[config.mk]
export PLATFORM = sky130hd
export DESIGN_NAME = dt8_timer
export DESIGN_NICKNAME = d
export VERILOG_FILES = /design/src/dt8_pkg.sv /design/src/dt8_timer.sv
export SDC_FILE = /design/constraint.sdc
export NUM_CORES = 1
export LEC_CHECK = 0
export ABC_CLOCK_PERIOD_IN_PS = 6200
export BUFFER_PORTS_ARGS = -buffer_cell sky130_fd_sc_hd__buf_2
export CAP_MARGIN = 20
export CORE_MARGIN = 8
export CORE_UTILIZATION = 60
export DETAILED_ROUTE_END_ITERATION = 16
export PLACE_DENSITY = 0.8
export SLEW_MARGIN = 30
export SYNTH_ARGS = -nofsm -noshare
export SYNTH_HDL_FRONTEND = slang
export SYNTH_SLANG_ARGS = --single-unit
[constraint.sdc]
create_clock -name clk -period 6.2 [get_ports clk]
set_input_delay 1.24 -clock clk [delete_from_list [all_inputs] [get_ports clk]]
set_output_delay 1.24 -clock clk [all_outputs]
set_load 0.03 [all_outputs]
[src/dt8_pkg.sv]
// Package for the dual 8-bit timer control block: register map, fields, reset values, timing.
// Assumes a 32-bit APB slave and a 100 MHz system clock.
package dt8_pkg;
    // ------------------------------------------------------------
    // Register byte offsets
    // ------------------------------------------------------------
    localparam logic [7:0] CTRL0_OFS  = 8'h00;
    localparam logic [7:0] STAT0_OFS  = 8'h04;
    localparam logic [7:0] CTRL1_OFS  = 8'h08;
    localparam logic [7:0] STAT1_OFS  = 8'h0C;
    localparam logic [7:0] CNT_OFS    = 8'h10;
    localparam logic [7:0] CMPA_OFS   = 8'h14;
    localparam logic [7:0] CMPB_OFS   = 8'h18;
    // ------------------------------------------------------------
    // Field positions
    // ------------------------------------------------------------
    localparam int MATCH_B_IRQ_EN_BIT = 7;
    localparam int MATCH_A_IRQ_EN_BIT = 6;
    localparam int WRAP_IRQ_EN_BIT    = 5;
    localparam int CLR_SRC_LSB        = 3;
    localparam int CNT_SRC_LSB        = 0;
    localparam int MATCH_B_FLAG_BIT   = 7;
    localparam int MATCH_A_FLAG_BIT   = 6;
    localparam int WRAP_FLAG_BIT      = 5;
    localparam int RSVD_BIT           = 4;
    localparam int PIN_ACT_B_LSB      = 2;
    localparam int PIN_ACT_A_LSB      = 0;
    // ------------------------------------------------------------
    // Reset values
    // ------------------------------------------------------------
    localparam logic [7:0] CTRL_RST   = 8'h00;
    localparam logic [7:0] STAT_RST   = 8'h00;
    localparam logic [7:0] CNT_RST    = 8'h00;
    localparam logic [7:0] CMP_RST    = 8'hFF;
    localparam logic [7:0] CNT_MAX    = 8'hFF;
    // ------------------------------------------------------------
    // Prescaler ratios
    // ------------------------------------------------------------
    localparam int DIV_A = 8;
    localparam int DIV_B = 64;
    localparam int DIV_C = 8192;
    localparam int PRE_W = 13;
    // ------------------------------------------------------------
    // Encodings
    // ------------------------------------------------------------
    typedef enum logic [2:0] {
        SRC_STOP = 3'b000, SRC_D8 = 3'b001, SRC_D64 = 3'b010, SRC_D8192 = 3'b011,
        SRC_CASC = 3'b100, SRC_EXT_RISE = 3'b101, SRC_EXT_FALL = 3'b110, SRC_EXT_BOTH = 3'b111
    } dt8_src_t;
    typedef enum logic [1:0] {
        CLR_NONE = 2'b00, CLR_MA = 2'b01, CLR_MB = 2'b10, CLR_EXT = 2'b11
    } dt8_clr_t;
    typedef enum logic [1:0] {
        ACT_KEEP = 2'b00, ACT_LOW = 2'b01, ACT_HIGH = 2'b10, ACT_TOGGLE = 2'b11
    } dt8_act_t;
endpackage : dt8_pkg

[src/dt8_timer.sv]
// Two-channel 8-bit timer: count source and clear selection, compare flags, output pins, requests.
// Assumes an APB master on the same clock; pins are synchronous to clk.
//
// Operation
// - Match B request needs flag and enable
// - Match A request needs flag and enable
// - Wrap request needs flag and enable
// - Clear field picks none, A, B, external
// - Source 000 stops; 001-011 prescaled falling edges
// - Channel zero 100 counts channel one wraps
// - Channel one 100 counts channel zero match A events
// - Sources 101-111 count external rise, fall, both
// - Match B sets status bit 7
// - Match A sets status bit 6
// - Wrap from FF to 00 sets bit 5
// - Flag clears after read-one then write-zero
// - Writing one to flags does nothing
// - Status bit 4 reserved, writes ignored
// - Bits 3:2 act on pin at B
// - Bits 1:0 act on pin at A
// - Coinciding matches: toggle, one, zero, keep
// - Match signalled at next count tick
// - Channel zero cascade: channel one clear setting ignored
//
// Our own choices: the register addresses and the APB interface to the registers.
`timescale 1ns/1ps
module dt8_timer
    import dt8_pkg::*;
(
    input  wire logic        clk,
    input  wire logic        arst_n,
    input  wire logic        psel,
    input  wire logic        penable,
    input  wire logic        pwrite,
    input  wire logic [7:0]  paddr,
    input  wire logic [31:0] pwdata,
    output logic      [31:0] prdata,
    output logic             pready,
    output logic             pslverr,
    input  wire logic [1:0]  extClk,
    input  wire logic [1:0]  extReset,
    output logic      [1:0]  timerOutPin,
    output logic      [1:0]  matchAIrq,
    output logic      [1:0]  matchBIrq,
    output logic      [1:0]  wrapIrq
);
    // ------------------------------------------------------------
    // State
    // ------------------------------------------------------------
    typedef struct packed {
        logic [1:0][7:0]  ctrl;
        logic [1:0][7:0]  stat;
        logic [1:0][7:0]  cnt;
        logic [1:0][7:0]  cmpA;
        logic [1:0][7:0]  cmpB;
        logic [1:0][2:0]  armed;
        logic [1:0]       pin;
        logic [1:0]       extClkD;
        logic [1:0]       extRstD;
        logic [PRE_W-1:0] pre;
        logic [31:0]      rdata;
    } dt8_state_t;

    dt8_state_t st_reg, st_next;

    logic       access, wrEn, rdEn;
    logic [1:0] tick, matchA, matchB, wrap, doClr;
    logic       preTick8, preTick64, preTick8192;
    logic [31:0] rdVal;

    function automatic logic [1:0] reg_chan(input logic [7:0] a, input logic [7:0] base);
        reg_chan = {a == base + 8'h08, a == base};
    endfunction : reg_chan

    function automatic logic pin_act(input logic cur, input logic [1:0] a);
        case (a)
            ACT_LOW:    pin_act = 1'b0;
            ACT_HIGH:   pin_act = 1'b1;
            ACT_TOGGLE: pin_act = ~cur;
            default:    pin_act = cur;
        endcase
    endfunction : pin_act

    // ------------------------------------------------------------
    // Bus handshake
    // ------------------------------------------------------------
    assign access  = psel && penable;
    assign wrEn    = access && pwrite;
    assign rdEn    = access && !pwrite;
    assign pready  = 1'b1;
    assign pslverr = access && !(paddr == CTRL0_OFS || paddr == STAT0_OFS || paddr == CTRL1_OFS ||
                     paddr == STAT1_OFS || paddr == CNT_OFS || paddr == CMPA_OFS || paddr == CMPB_OFS);
    // Read data stands in the access phase itself, as the bus samples it at the pready edge
    assign prdata  = rdEn ? rdVal : 32'h0000_0000;

    // Bits 9:8 of a status read note the channel read, used to arm the flag clear
    always_comb begin
        logic [1:0] rsel;
        rsel  = reg_chan(paddr, STAT0_OFS);
        rdVal = 32'h0000_0000;
        if (paddr == CTRL0_OFS)       rdVal = {24'h0, st_reg.ctrl[0]};
        else if (paddr == CTRL1_OFS)  rdVal = {24'h0, st_reg.ctrl[1]};
        else if (rsel[0])             rdVal = {22'h0, 2'b01, st_reg.stat[0]};
        else if (rsel[1])             rdVal = {22'h0, 2'b10, st_reg.stat[1]};
        else if (paddr == CNT_OFS)    rdVal = {16'h0, st_reg.cnt};
        else if (paddr == CMPA_OFS)   rdVal = {16'h0, st_reg.cmpA};
        else if (paddr == CMPB_OFS)   rdVal = {16'h0, st_reg.cmpB};
    end

    // Falling edge of each prescaled clock: MSB of the free-running divider going low
    assign preTick8    = st_reg.pre[2:0] == 3'h7;
    assign preTick64   = st_reg.pre[5:0] == 6'h3F;
    assign preTick8192 = st_reg.pre == 13'h1FFF;

    // Compares use current count, so a match is signalled only at the next tick after the count reaches the compare value
    generate
        for (genvar c = 0; c < 2; c++) begin : g_cmp
            assign matchA[c] = tick[c] && (st_reg.cnt[c] == st_reg.cmpA[c]);
            assign matchB[c] = tick[c] && (st_reg.cnt[c] == st_reg.cmpB[c]);
            assign wrap[c]   = tick[c] && (st_reg.cnt[c] == CNT_MAX) && !doClr[c];
            assign matchAIrq[c] = st_reg.stat[c][MATCH_A_FLAG_BIT] && st_reg.ctrl[c][MATCH_A_IRQ_EN_BIT];
            assign matchBIrq[c] = st_reg.stat[c][MATCH_B_FLAG_BIT] && st_reg.ctrl[c][MATCH_B_IRQ_EN_BIT];
            assign wrapIrq[c]   = st_reg.stat[c][WRAP_FLAG_BIT] && st_reg.ctrl[c][WRAP_IRQ_EN_BIT];
            assign timerOutPin[c] = st_reg.pin[c];
        end
    endgenerate

    // ------------------------------------------------------------
    // Count source selection
    // ------------------------------------------------------------
    always_comb begin
        logic [1:0] rise, fall;
        rise = extClk & ~st_reg.extClkD;
        fall = ~extClk & st_reg.extClkD;
        tick = 2'b00;
        // Channel one first: channel zero cascade depends on channel one wrap
        for (int i = 1; i >= 0; i--) begin
            case (dt8_src_t'(st_reg.ctrl[i][CNT_SRC_LSB +: 3]))
                SRC_D8:       tick[i] = preTick8;
                SRC_D64:      tick[i] = preTick64;
                SRC_D8192:    tick[i] = preTick8192;
                SRC_EXT_RISE: tick[i] = rise[i];
                SRC_EXT_FALL: tick[i] = fall[i];
                SRC_EXT_BOTH: tick[i] = rise[i] | fall[i];
                // Cascade uses the registered event, so the loop yields no tick, not a comb loop
                SRC_CASC:     tick[i] = st_reg.armed[1-i][i == 0 ? 2 : 0];
                default:      tick[i] = 1'b0;
            endcase
        end
    end

    // ------------------------------------------------------------
    // Clear selection
    // ------------------------------------------------------------
    always_comb begin
        logic cascade16;
        cascade16 = dt8_src_t'(st_reg.ctrl[0][CNT_SRC_LSB +: 3]) == SRC_CASC;
        for (int i = 0; i < 2; i++) begin
            case (dt8_clr_t'(st_reg.ctrl[i][CLR_SRC_LSB +: 2]))
                CLR_MA:  doClr[i] = matchA[i];
                CLR_MB:  doClr[i] = matchB[i];
                CLR_EXT: doClr[i] = extReset[i] && !st_reg.extRstD[i];
                default: doClr[i] = 1'b0;
            endcase
        end
        if (cascade16) begin
            doClr[1] = 1'b0;
        end
    end

    // ------------------------------------------------------------
    // Next state
    // ------------------------------------------------------------
    always_comb begin
        logic [1:0] actA, actB;
        st_next          = st_reg;
        st_next.pre      = st_reg.pre + PRE_W'(1);
        st_next.extClkD  = extClk;
        st_next.extRstD  = extReset;
        st_next.rdata    = 32'h0000_0000;
        for (int i = 0; i < 2; i++) begin
            st_next.armed[i] = {wrap[i], matchB[i], matchA[i]};
            // Counter
            if (doClr[i]) begin
                st_next.cnt[i] = CNT_RST;
            end else if (tick[i]) begin
                st_next.cnt[i] = st_reg.cnt[i] + 8'h01;
            end
            // Pin: the stronger action wins when both match together
            actA = matchA[i] ? st_reg.stat[i][PIN_ACT_A_LSB +: 2] : ACT_KEEP;
            actB = matchB[i] ? st_reg.stat[i][PIN_ACT_B_LSB +: 2] : ACT_KEEP;
            st_next.pin[i] = pin_act(st_reg.pin[i], (actA > actB) ? actA : actB);
            // Flag clear: a zero write only lands on a flag whose bit and channel bit (8 or 9) were one in the last read of any register
            if (wrEn && reg_chan(paddr, STAT0_OFS)[i]) begin
                st_next.stat[i][3:0] = pwdata[3:0];
                st_next.stat[i][RSVD_BIT] = 1'b0;
                for (int f = WRAP_FLAG_BIT; f <= MATCH_B_FLAG_BIT; f++) begin
                    // Event bits are {wrap, match B, match A}: map each flag to its own event
                    if (!pwdata[f] &&
                        st_reg.armed[i][(f == WRAP_FLAG_BIT) ? 2 : f - MATCH_A_FLAG_BIT] == 1'b0 &&
                        st_reg.stat[i][f] && st_reg.rdata[f] && st_reg.rdata[8 + i]) begin
                        st_next.stat[i][f] = 1'b0;
                    end
                end
            end
            // Hardware set wins over a same-cycle clear
            if (matchB[i]) st_next.stat[i][MATCH_B_FLAG_BIT] = 1'b1;
            if (matchA[i]) st_next.stat[i][MATCH_A_FLAG_BIT] = 1'b1;
            if (wrap[i])   st_next.stat[i][WRAP_FLAG_BIT]    = 1'b1;
            if (wrEn && reg_chan(paddr, CTRL0_OFS)[i]) st_next.ctrl[i] = pwdata[7:0];
        end
        // Counter and compare registers: byte 0 holds channel zero, byte 1 holds channel one
        if (wrEn && paddr == CNT_OFS)  st_next.cnt  = {pwdata[15:8], pwdata[7:0]};
        if (wrEn && paddr == CMPA_OFS) st_next.cmpA = {pwdata[15:8], pwdata[7:0]};
        if (wrEn && paddr == CMPB_OFS) st_next.cmpB = {pwdata[15:8], pwdata[7:0]};
        // Last read value kept to arm the flag clear; a write access drops it
        if (rdEn) begin
            st_next.rdata = rdVal;
        end else if (!access) begin
            st_next.rdata = st_reg.rdata;
        end
    end

    always_ff @(posedge clk or negedge arst_n) begin
        if (!arst_n) begin
            st_reg      <= '0;
            st_reg.cmpA <= {CMP_RST, CMP_RST};
            st_reg.cmpB <= {CMP_RST, CMP_RST};
        end else begin
            st_reg <= st_next;
        end
    end

    // ------------------------------------------------------------
    // Checks
    // ------------------------------------------------------------
    AST_IRQ_B: assert property (@(posedge clk) disable iff (!arst_n)
        matchBIrq[0] == (st_reg.stat[0][7] && st_reg.ctrl[0][7])) else $error("match B request wrong");
    AST_IRQ_A: assert property (@(posedge clk) disable iff (!arst_n)
        !st_reg.ctrl[1][6] |-> !matchAIrq[1]) else $error("match A request without enable");
    AST_IRQ_W: assert property (@(posedge clk) disable iff (!arst_n)
        $fell(st_reg.stat[0][5]) |-> !wrapIrq[0]) else $error("wrap request after clear");
    AST_STOP: assert property (@(posedge clk) disable iff (!arst_n)
        (st_reg.ctrl[0][2:0] == 3'b000 && !wrEn) |=> $stable(st_reg.cnt[0])) else $error("stopped counter moved");
    AST_SET_A: assert property (@(posedge clk) disable iff (!arst_n)
        matchA[1] |=> st_reg.stat[1][6]) else $error("match A flag not set");
    AST_SET_W: assert property (@(posedge clk) disable iff (!arst_n)
        wrap[0] |=> st_reg.stat[0][5] && st_reg.cnt[0] == 8'h00) else $error("wrap flag not set");
    AST_NO_SET: assert property (@(posedge clk) disable iff (!arst_n)
        (!st_reg.stat[0][7] && !matchB[0]) |=> !st_reg.stat[0][7]) else $error("flag set by write");
    AST_RSVD: assert property (@(posedge clk) disable iff (!arst_n)
        !st_reg.stat[1][4]) else $error("reserved bit changed");
    AST_TOG: assert property (@(posedge clk) disable iff (!arst_n)
        (matchA[0] && st_reg.stat[0][1:0] == 2'b11) |=> timerOutPin[0] != $past(timerOutPin[0])) else $error("no toggle");
    AST_CASC_CLR: assert property (@(posedge clk) disable iff (!arst_n)
        st_reg.ctrl[0][2:0] == 3'b100 |-> !doClr[1]) else $error("channel one cleared in cascade");
endmodule : dt8_timer

==> results of run 1 <==
==> critical path: stages <==
cell and delay, ns:
buf_2 0.36, inv_1 0.49, nand2_1 0.36, nor3_4 0.43
a22oi_1 0.16, a221oi_1 0.47, buf_2 0.29
==> final timing paths <==
kind	slack [ns]	to	cells past startpoint
max in group asynchronous	4.16	st_reg[102]$_DFFE_PN0P_	2
worst max-delay path	1.14	prdata[4]	7
worst min register to register	0.47	st_reg[32]$_DFF_PN0_	1
worst max register to register	2.95	timerOutPin[1]$_DFFE_PN0P_	12
worst min-delay path	0.47	st_reg[32]$_DFF_PN0_	1
min in group asynchronous	0.86	st_reg[8]$_DFFE_PN0P_	1
==> final cells by class <==
| type | count | area [sq um] |
|---|---|---|
| fillers | 899 | 3814 |
| multi-input cells | 454 | 3343 |
| flip-flops and latches | 108 | 2743 |
| repair buffers | 62 | 325.3 |
| well taps | 140 | 175.2 |
| clock buffers | 9 | 123.9 |
| clock inverters | 7 | 73.82 |
| inverters | 14 | 52.55 |
==> synth_stat cells, types with 16 or more instances <==
cell,number
mux2_2,55
nor2_1,22
xnor2_1,20
a21oi_1,29
nand2_1,54
xor2_1,33
dfstp_2,32
clkbuf_1,27
mux2i_1,16
nand3_1,16
o21ai_0,21
buf_4,30
dfrtp_1,76
==> layout by cell type (no fill, tap or decap), types with 6 or more instances in the layout <==
| master | instances |
|---|---|
| clkbuf_8 | 9 |
| buf_2 | 56 |
| dfrtp_1 | 76 |
| nand2_1 | 54 |
| nor2b_1 | 11 |
| o31ai_1 | 10 |
| nor2_1 | 22 |
| nand4_1 | 9 |
| and3_1 | 10 |
| dfstp_2 | 32 |
| a22oi_1 | 9 |
| ha_1 | 14 |
| nor4_1 | 6 |
| mux2_2 | 55 |
| inv_1 | 14 |
| xnor2_1 | 20 |
| xor2_1 | 33 |
| a21oi_1 | 29 |
| conb_1 | 17 |
| mux2i_1 | 16 |
| nand3_1 | 16 |
| a21o_1 | 10 |
| o22ai_1 | 6 |
| o21ai_0 | 21 |
| and2_1 | 11 |
| mux2_4 | 10 |
==> cells by family after synthesis <==
kind of cell / count (synthesis)
buf+inv: 77
other cells: 2
compound gates: 119
xor+xnor: 53
fa+ha+maj: 14
simple gates: 170
flops: 108
mux: 81
==> routing by layer <==
metal,share of wire,vias to the layer above,GRT usage
met1,0.40,2411,0.2747
li1,-,2227,-
met3,0.070,34,0.05355
met2,0.50,196,0.3863
met5,0,-,0
met4,0.034,0,0.1007
==> power groups by stage <==
stage | clock network [mW] | logic [mW] | registers, mW
2_1_floorplan | 0 | 0.109 | 0.740
3_3_place_gp | 0 | 0.139 | 0.753
3_5_place_dp | 0 | 0.142 | 0.753
4_1_cts | 0.458 | 0.143 | 0.741
5_1_grt | 0.480 | 0.159 | 0.743
6_report | 0.448 | 0.144 | 0.742
==> metrics.md, run 1 <==
| Metric | Value |
|---|---|
| Status | completed |
| Starting Density | 0.6066 |
| Max_cap viols | 0 |
| Tcrit/Tclk final | 0.8161 |
| Share of layout cells above drive strength 1 | 0.2920 |
| Unrepaired setup endpoints after global routing | false |
| Final setup violating endpoints | 0 |
| Number of hold buffers added after CTS | 0 |
| Crit. Startpoint | paddr[3] |
| Min-delay src | st_reg[32]$_DFF_PN0_ |
| Mean post-synth cell area | 10.35 sq um |
| Die X | 119.8 microns |
| EDFF count, synth | 0 |
| Clock-pin slew on the worst setup and hold paths | 0.10 ns |
| Static leakage | 3.244 nW |
| Clock Path Buffers | 2 |
| Synth area leader | dfrtp_1 |
| Xor-xnor portion of the synthesized cell area | 0.07186 |
| Combinational family with the most area after synthesis | multiplexers |
| Clk sinks | 108 |
| IO Count | 91 |
| Worst-margin pin slew | 0.9829 ns |
| GPL Wtd Cong | 0.8965 |
| Die footprint | 14340 sq um |
| Compound-Gate Fraction of Synth Area | 0.1212 |
| Final Hold Viols | 0 |
| YS warnings | 0 |
| Crit. End Element | primary output |
| P_int | 959.4 uW |
| Core area | 10650 sq um |
| Combinational fraction of design power | 0.108 |
| 1st-iter DRT viols | 401 |
| Hold WC Path Type | register to register |
| Post-synthesis sequential area ratio | 0.4246 |
| Grt total ovfl | 0 |
| Syn Inst Count | 624 |
| DRT antenna net count | 0 |
| VDD IR-drop max | 176.3 uV |
| Switch Pwr | 374.8 uW |
| Sum Neg Setup Slack | 0 ns |
| Ant diodes | 0 |
| # resized after CTS | 0 |
| Flip-flop count of the largest register after layout | 106 |
| FP Rows | 38 |
| CTS tree | built |
| Placed Cells | 777 |
| Slew Viols, Final | 0 |
| GRT Util Overall | 0.2291 |
| Adder-Cell Fraction of Synth Area | 0.02712 |
| Inserted Clock Buffers | 9 |
| H-tree depth | 3 |
| Setup bufs post-CTS | 0 |
| Post-synthesis simple-gate area fraction | 0.1435 |
| FF-to-FF Start | st_reg[32]$_DFF_PN0_ |
| Tot Pwr | 1.334 mW |
| Area growth, synth to finish | 5.830% |
| Yosys cell types | 64 |
| Largest net degree at the start of global routing | 58 |
| Worst setup margin | 1.140 ns |
| Slew margin rel. | 0.3429 |
| Power per cell area | 195.2 nW/um^2 |
| WL/cell | 20.24 microns |
| Critical path required time | 4.96 ns |
| Drt total wl | 16070 microns |
| DR pass1 iterations | 5 |
| Final Cell Area | 6837 sq um |
| Die Y | 119.8 microns |
| Worst Path Max Fanout | 34 |
| Port Buffers | 57 |
| Area share of the largest cell type after synthesis | 0.2944 |
| Vias | 4868 |
| Worst-skew pair later-pin latency | 0.39 ns |
| Drc violations | 0 |
| Synthesized cell area | 6460 sq um |
| First-pass GRT wire length | 26170 microns |
| CTS root buf | clkbuf_8 |
| Antenna violations before repair | 0 |
| #FFs+latches synth | 108 |
| Placed Area | 6631 sq um |
| Most used flip-flop cell after synthesis | dfrtp_1 |
| Via/cell ratio | 6.131 |
| Net Sw Frac | 0.2809 |
| Hold WS | 0.4733 ns |
| Hpwl dp | 11720 microns |
| Critical path type | input port to primary output |
| Post-synthesis mux area share | 0.1439 |
| Dpl ws | 1.200 ns |
| Clock Power Share | 0.336 |
| Minimum clock period after layout | 5.060 ns |
| Post-route insts no fill | 794 |
| Clk_skew | 0.01095 ns |
| Core Util, Final | 0.6419 |
| Worst setup SP type | input port |
| Vias in the first global route | 5097 |
| F_max | 197.6 MHz |
| Synth top area cells | dfrtp_1 (29%), dfstp_2 (13%), mux2_2 (9.6%) |
| Post-synth ARST share | 1.000 |
| Sequential share of power | 0.556 |
| Final #Nets | 712 |
| Crit path DAT | 3.82 ns |
Note: power is estimated with default switching activity, not from simulation.
==> run 2: changes to the inputs <==
ABC_CLOCK_PERIOD_IN_PS = 5300   (was 6200)
CORE_UTILIZATION = 58   (was 60)
PLACE_DENSITY = 0.78   (was 0.8)
clock period = 5.3 ns   (was 6.2 ns; I/O delays follow)
==> run 2 against run 1 <==
  * Total power rose by 17%
  * Combinational power is 16% higher
  * Die area up 3.0%
  * Cell count is 0.38% higher
==> metrics.md, run 2 (same netlist as run 1, synthesis figures left out) <==
| Metric | Value |
|---|---|
| CP max stage delay | 0.57 ns (+0.08 ns) |
| Largest net degree at the start of global routing | 76 (+31%) |
| Static leakage | 3.255 nW (+0.34%) |
| GRT Util Overall | 0.2262 (-0.002865) |
| Clk_skew | 0.01088 ns (-0.00007060 ns) |
| Critical path type | input port to primary output |
| Slew margin rel. | 0.3463 (+0.003374) |
| # resized after CTS | 0 (unchanged) |
| Starting Density | 0.5959 (-0.01064) |
| H-tree depth | 3 (unchanged) |
| Combinational fraction of design power | 0.107 (about the same) |
| Worst r2r dst | timerOutPin[0]$_DFFE_PN0P_ |
| Commonest non-fill, non-tap cell in the layout | dfrtp_1 |
| Min-delay src | timerOutPin[0]$_DFFE_PN0P_ |
| CTS tree | built |
| Hold EP | timerOutPin[0]$_DFFE_PN0P_ |
| Antenna violations before repair | 0 (unchanged) |
| Hold WC Path Type | register to register |
| WL/cell | 20.28 microns (+0.21%) |
| CTS root buf | clkbuf_8 |
| Net Sw Frac | 0.2759 (-0.005070) |
| Share of layout cells above drive strength 1 | 0.2938 (+0.001711) |
| Via/cell ratio | 6.085 (-0.74%) |
| Final setup violating endpoints | 0 (unchanged) |
| Status | completed |
| Cell at the slowest stage of the critical path | or4_4 |
| Sequential share of power | 0.555 (about the same) |
| Power per cell area | 228.0 nW/um^2 (+17%) |
| IO Count | 91 (unchanged) |
| Die Y | 121.5 microns (+1.5%) |
| Crit. End Element | primary output |
| Port Buffers | 57 (unchanged) |
| Switch Pwr | 431.9 uW (+15%) |
| Slew Viols, Final | 0 (unchanged) |
| Drc violations | 0 (unchanged) |
| Max_cap viols | 0 (unchanged) |
| Worst-skew pair later-pin latency | 0.40 ns (about the same) |
| Clk sinks | 108 (unchanged) |
| FF-to-FF Start | st_reg[32]$_DFF_PN0_ |
| Most frequent cells in the layout | dfrtp_1 (76), buf_2 (56), mux2_2 (55) |
| VDD IR-drop max | 197.5 uV (+12%) |
| Ant diodes | 0 (unchanged) |
| Reg2Reg Setup Slack | 2.14 ns (-0.81 ns) |
| Path depth of the worst reg2reg path | 11 (-1) |
| 1st-iter DRT viols | 466 (+16%) |
| Minimum clock period after layout | 4.556 ns |
| Final #Nets | 715 (+0.42%) |
| Sum Neg Setup Slack | 0 ns (unchanged) |
| Final Hold Viols | 0 (unchanged) |
| Hpwl dp | 11720 microns (about the same) |
| Vias in the first global route | 4941 (-3.1%) |
| Tcrit/Tclk final | 0.8595 |
| DRT antenna net count | 0 (unchanged) |
| Unrepaired setup endpoints after global routing | false |
| Number of hold buffers added after CTS | 0 (unchanged) |
| Worst Path Max Fanout | 8 (-76%) |
| Cell count of the worst hold path | 1 (unchanged) |
| Vias | 4850 (-0.37%) |
| Core area | 10840 sq um (+1.8%) |
| First-pass GRT wire length | 26080 microns (-0.34%) |
| Worst-margin pin slew | 0.9779 ns (-0.005047 ns) |
| Crit path DAT | 3.50 ns (-0.32 ns) |
| Clock Path Buffers | 2 (unchanged) |
| Die X | 121.5 microns (+1.5%) |
| Critical path, cell by cell | buf_2 -> or4_4 -> or2_0 -> nor3_4 -> a22oi_1 -> a221oi_1 -> buf_2 |
| GPL Wtd Cong | 0.9122 (+1.8%) |
| Cell with the most instances on the worst path | buf_2 |
| Drt total wl | 16170 microns (+0.59%) |
| Clock Power Share | 0.338 (+0.002) |
| FP Rows | 38 (unchanged) |
| Critical path required time | 4.24 ns (-0.72 ns) |
| Setup bufs post-CTS | 0 (unchanged) |
| Core Util, Final | 0.6334 (-0.008491) |
| Worst setup SP type | input port |
| Clock-pin slew on the worst setup and hold paths | 0.10 ns (about the same) |
| Crit. Startpoint | paddr[1] |
| Die footprint | 14770 sq um (+3.0%) |
| F_max | 219.5 MHz |
| Inserted Clock Buffers | 9 (unchanged) |
| DR pass1 iterations | 5 (unchanged) |
| Flip-flop count of the largest register after layout | 106 (unchanged) |
| Grt total ovfl | 0 (unchanged) |
| Layout fillers | 921 (+2.4%) |
| P_int | 1.134 mW (+18%) |
| Area growth, synth to finish | 6.295% |
## run 2: power groups by stage
stage	registers [mW]	logic, mW	clock network [mW]
final	0.869	0.167	0.529
after global routing	0.871	0.185	0.571
after global placement	0.881	0.163	0
after floorplan	0.865	0.127	0
after detailed placement	0.882	0.166	0
after CTS	0.868	0.167	0.539
## run 2: metal layers
layer	global-route usage	up-vias	routed length (microns)
li1	-	2215	-
met5	0	-	0
met3	0.05738	39	958
met4	0.1072	0	562
met2	0.3659	164	7872
met1	0.2789	2432	6772
## run 2: worst max-delay path: cells and delay by family
| kind | cells | cell delay, ns |
|---|---|---|
| AND/OR/NAND/NOR | 3 | 1.43 |
| buffers and inverters | 2 | 0.38 |
| AO/OA/AOI/OAI | 2 | 0.61 |
## run 2: final cells by class
cell class	instances	area, sq um	share of cell area
multi-input cells	454	3343	0.4869
flip-flops and latches	108	2743	0.3994
repair buffers	65	351.6	0.05120
well taps	140	175.2	0.02551
clock buffers	11	141.4	0.02059
clock inverters	5	60.06	0.008746
inverters	14	52.55	0.007653
## run 2: stage by stage
step	hold WS, ns	instances	cell area (sq um)	power [mW]	setup WS (ns)
2_1_floorplan	0.4357	639	6516	0.9927	1.320
3_3_place_gp	0.4528	781	6661	1.043	0.8444
3_5_place_dp	0.4739	781	6661	1.048	0.8322
4_1_cts	0.4862	797	6863	1.573	0.8322
5_1_grt	0.5055	797	6867	1.628	0.6670
6_report	0.4781	797	6867	1.566	0.7445
## run 2: how the worst max path moves through the flow
| stage | to | slack [ns] | cells after the start |
|---|---|---|---|
| 2_1_floorplan | prdata[4] | 1.32 | 9 |
| 3_3_place_gp | prdata[4] | 0.84 | 7 |
| 3_5_place_dp | prdata[4] | 0.83 | 7 |
| 4_1_cts | prdata[4] | 0.83 | 7 |
| 5_1_grt | prdata[4] | 0.67 | 7 |
| 6_report | prdata[4] | 0.74 | 7 |
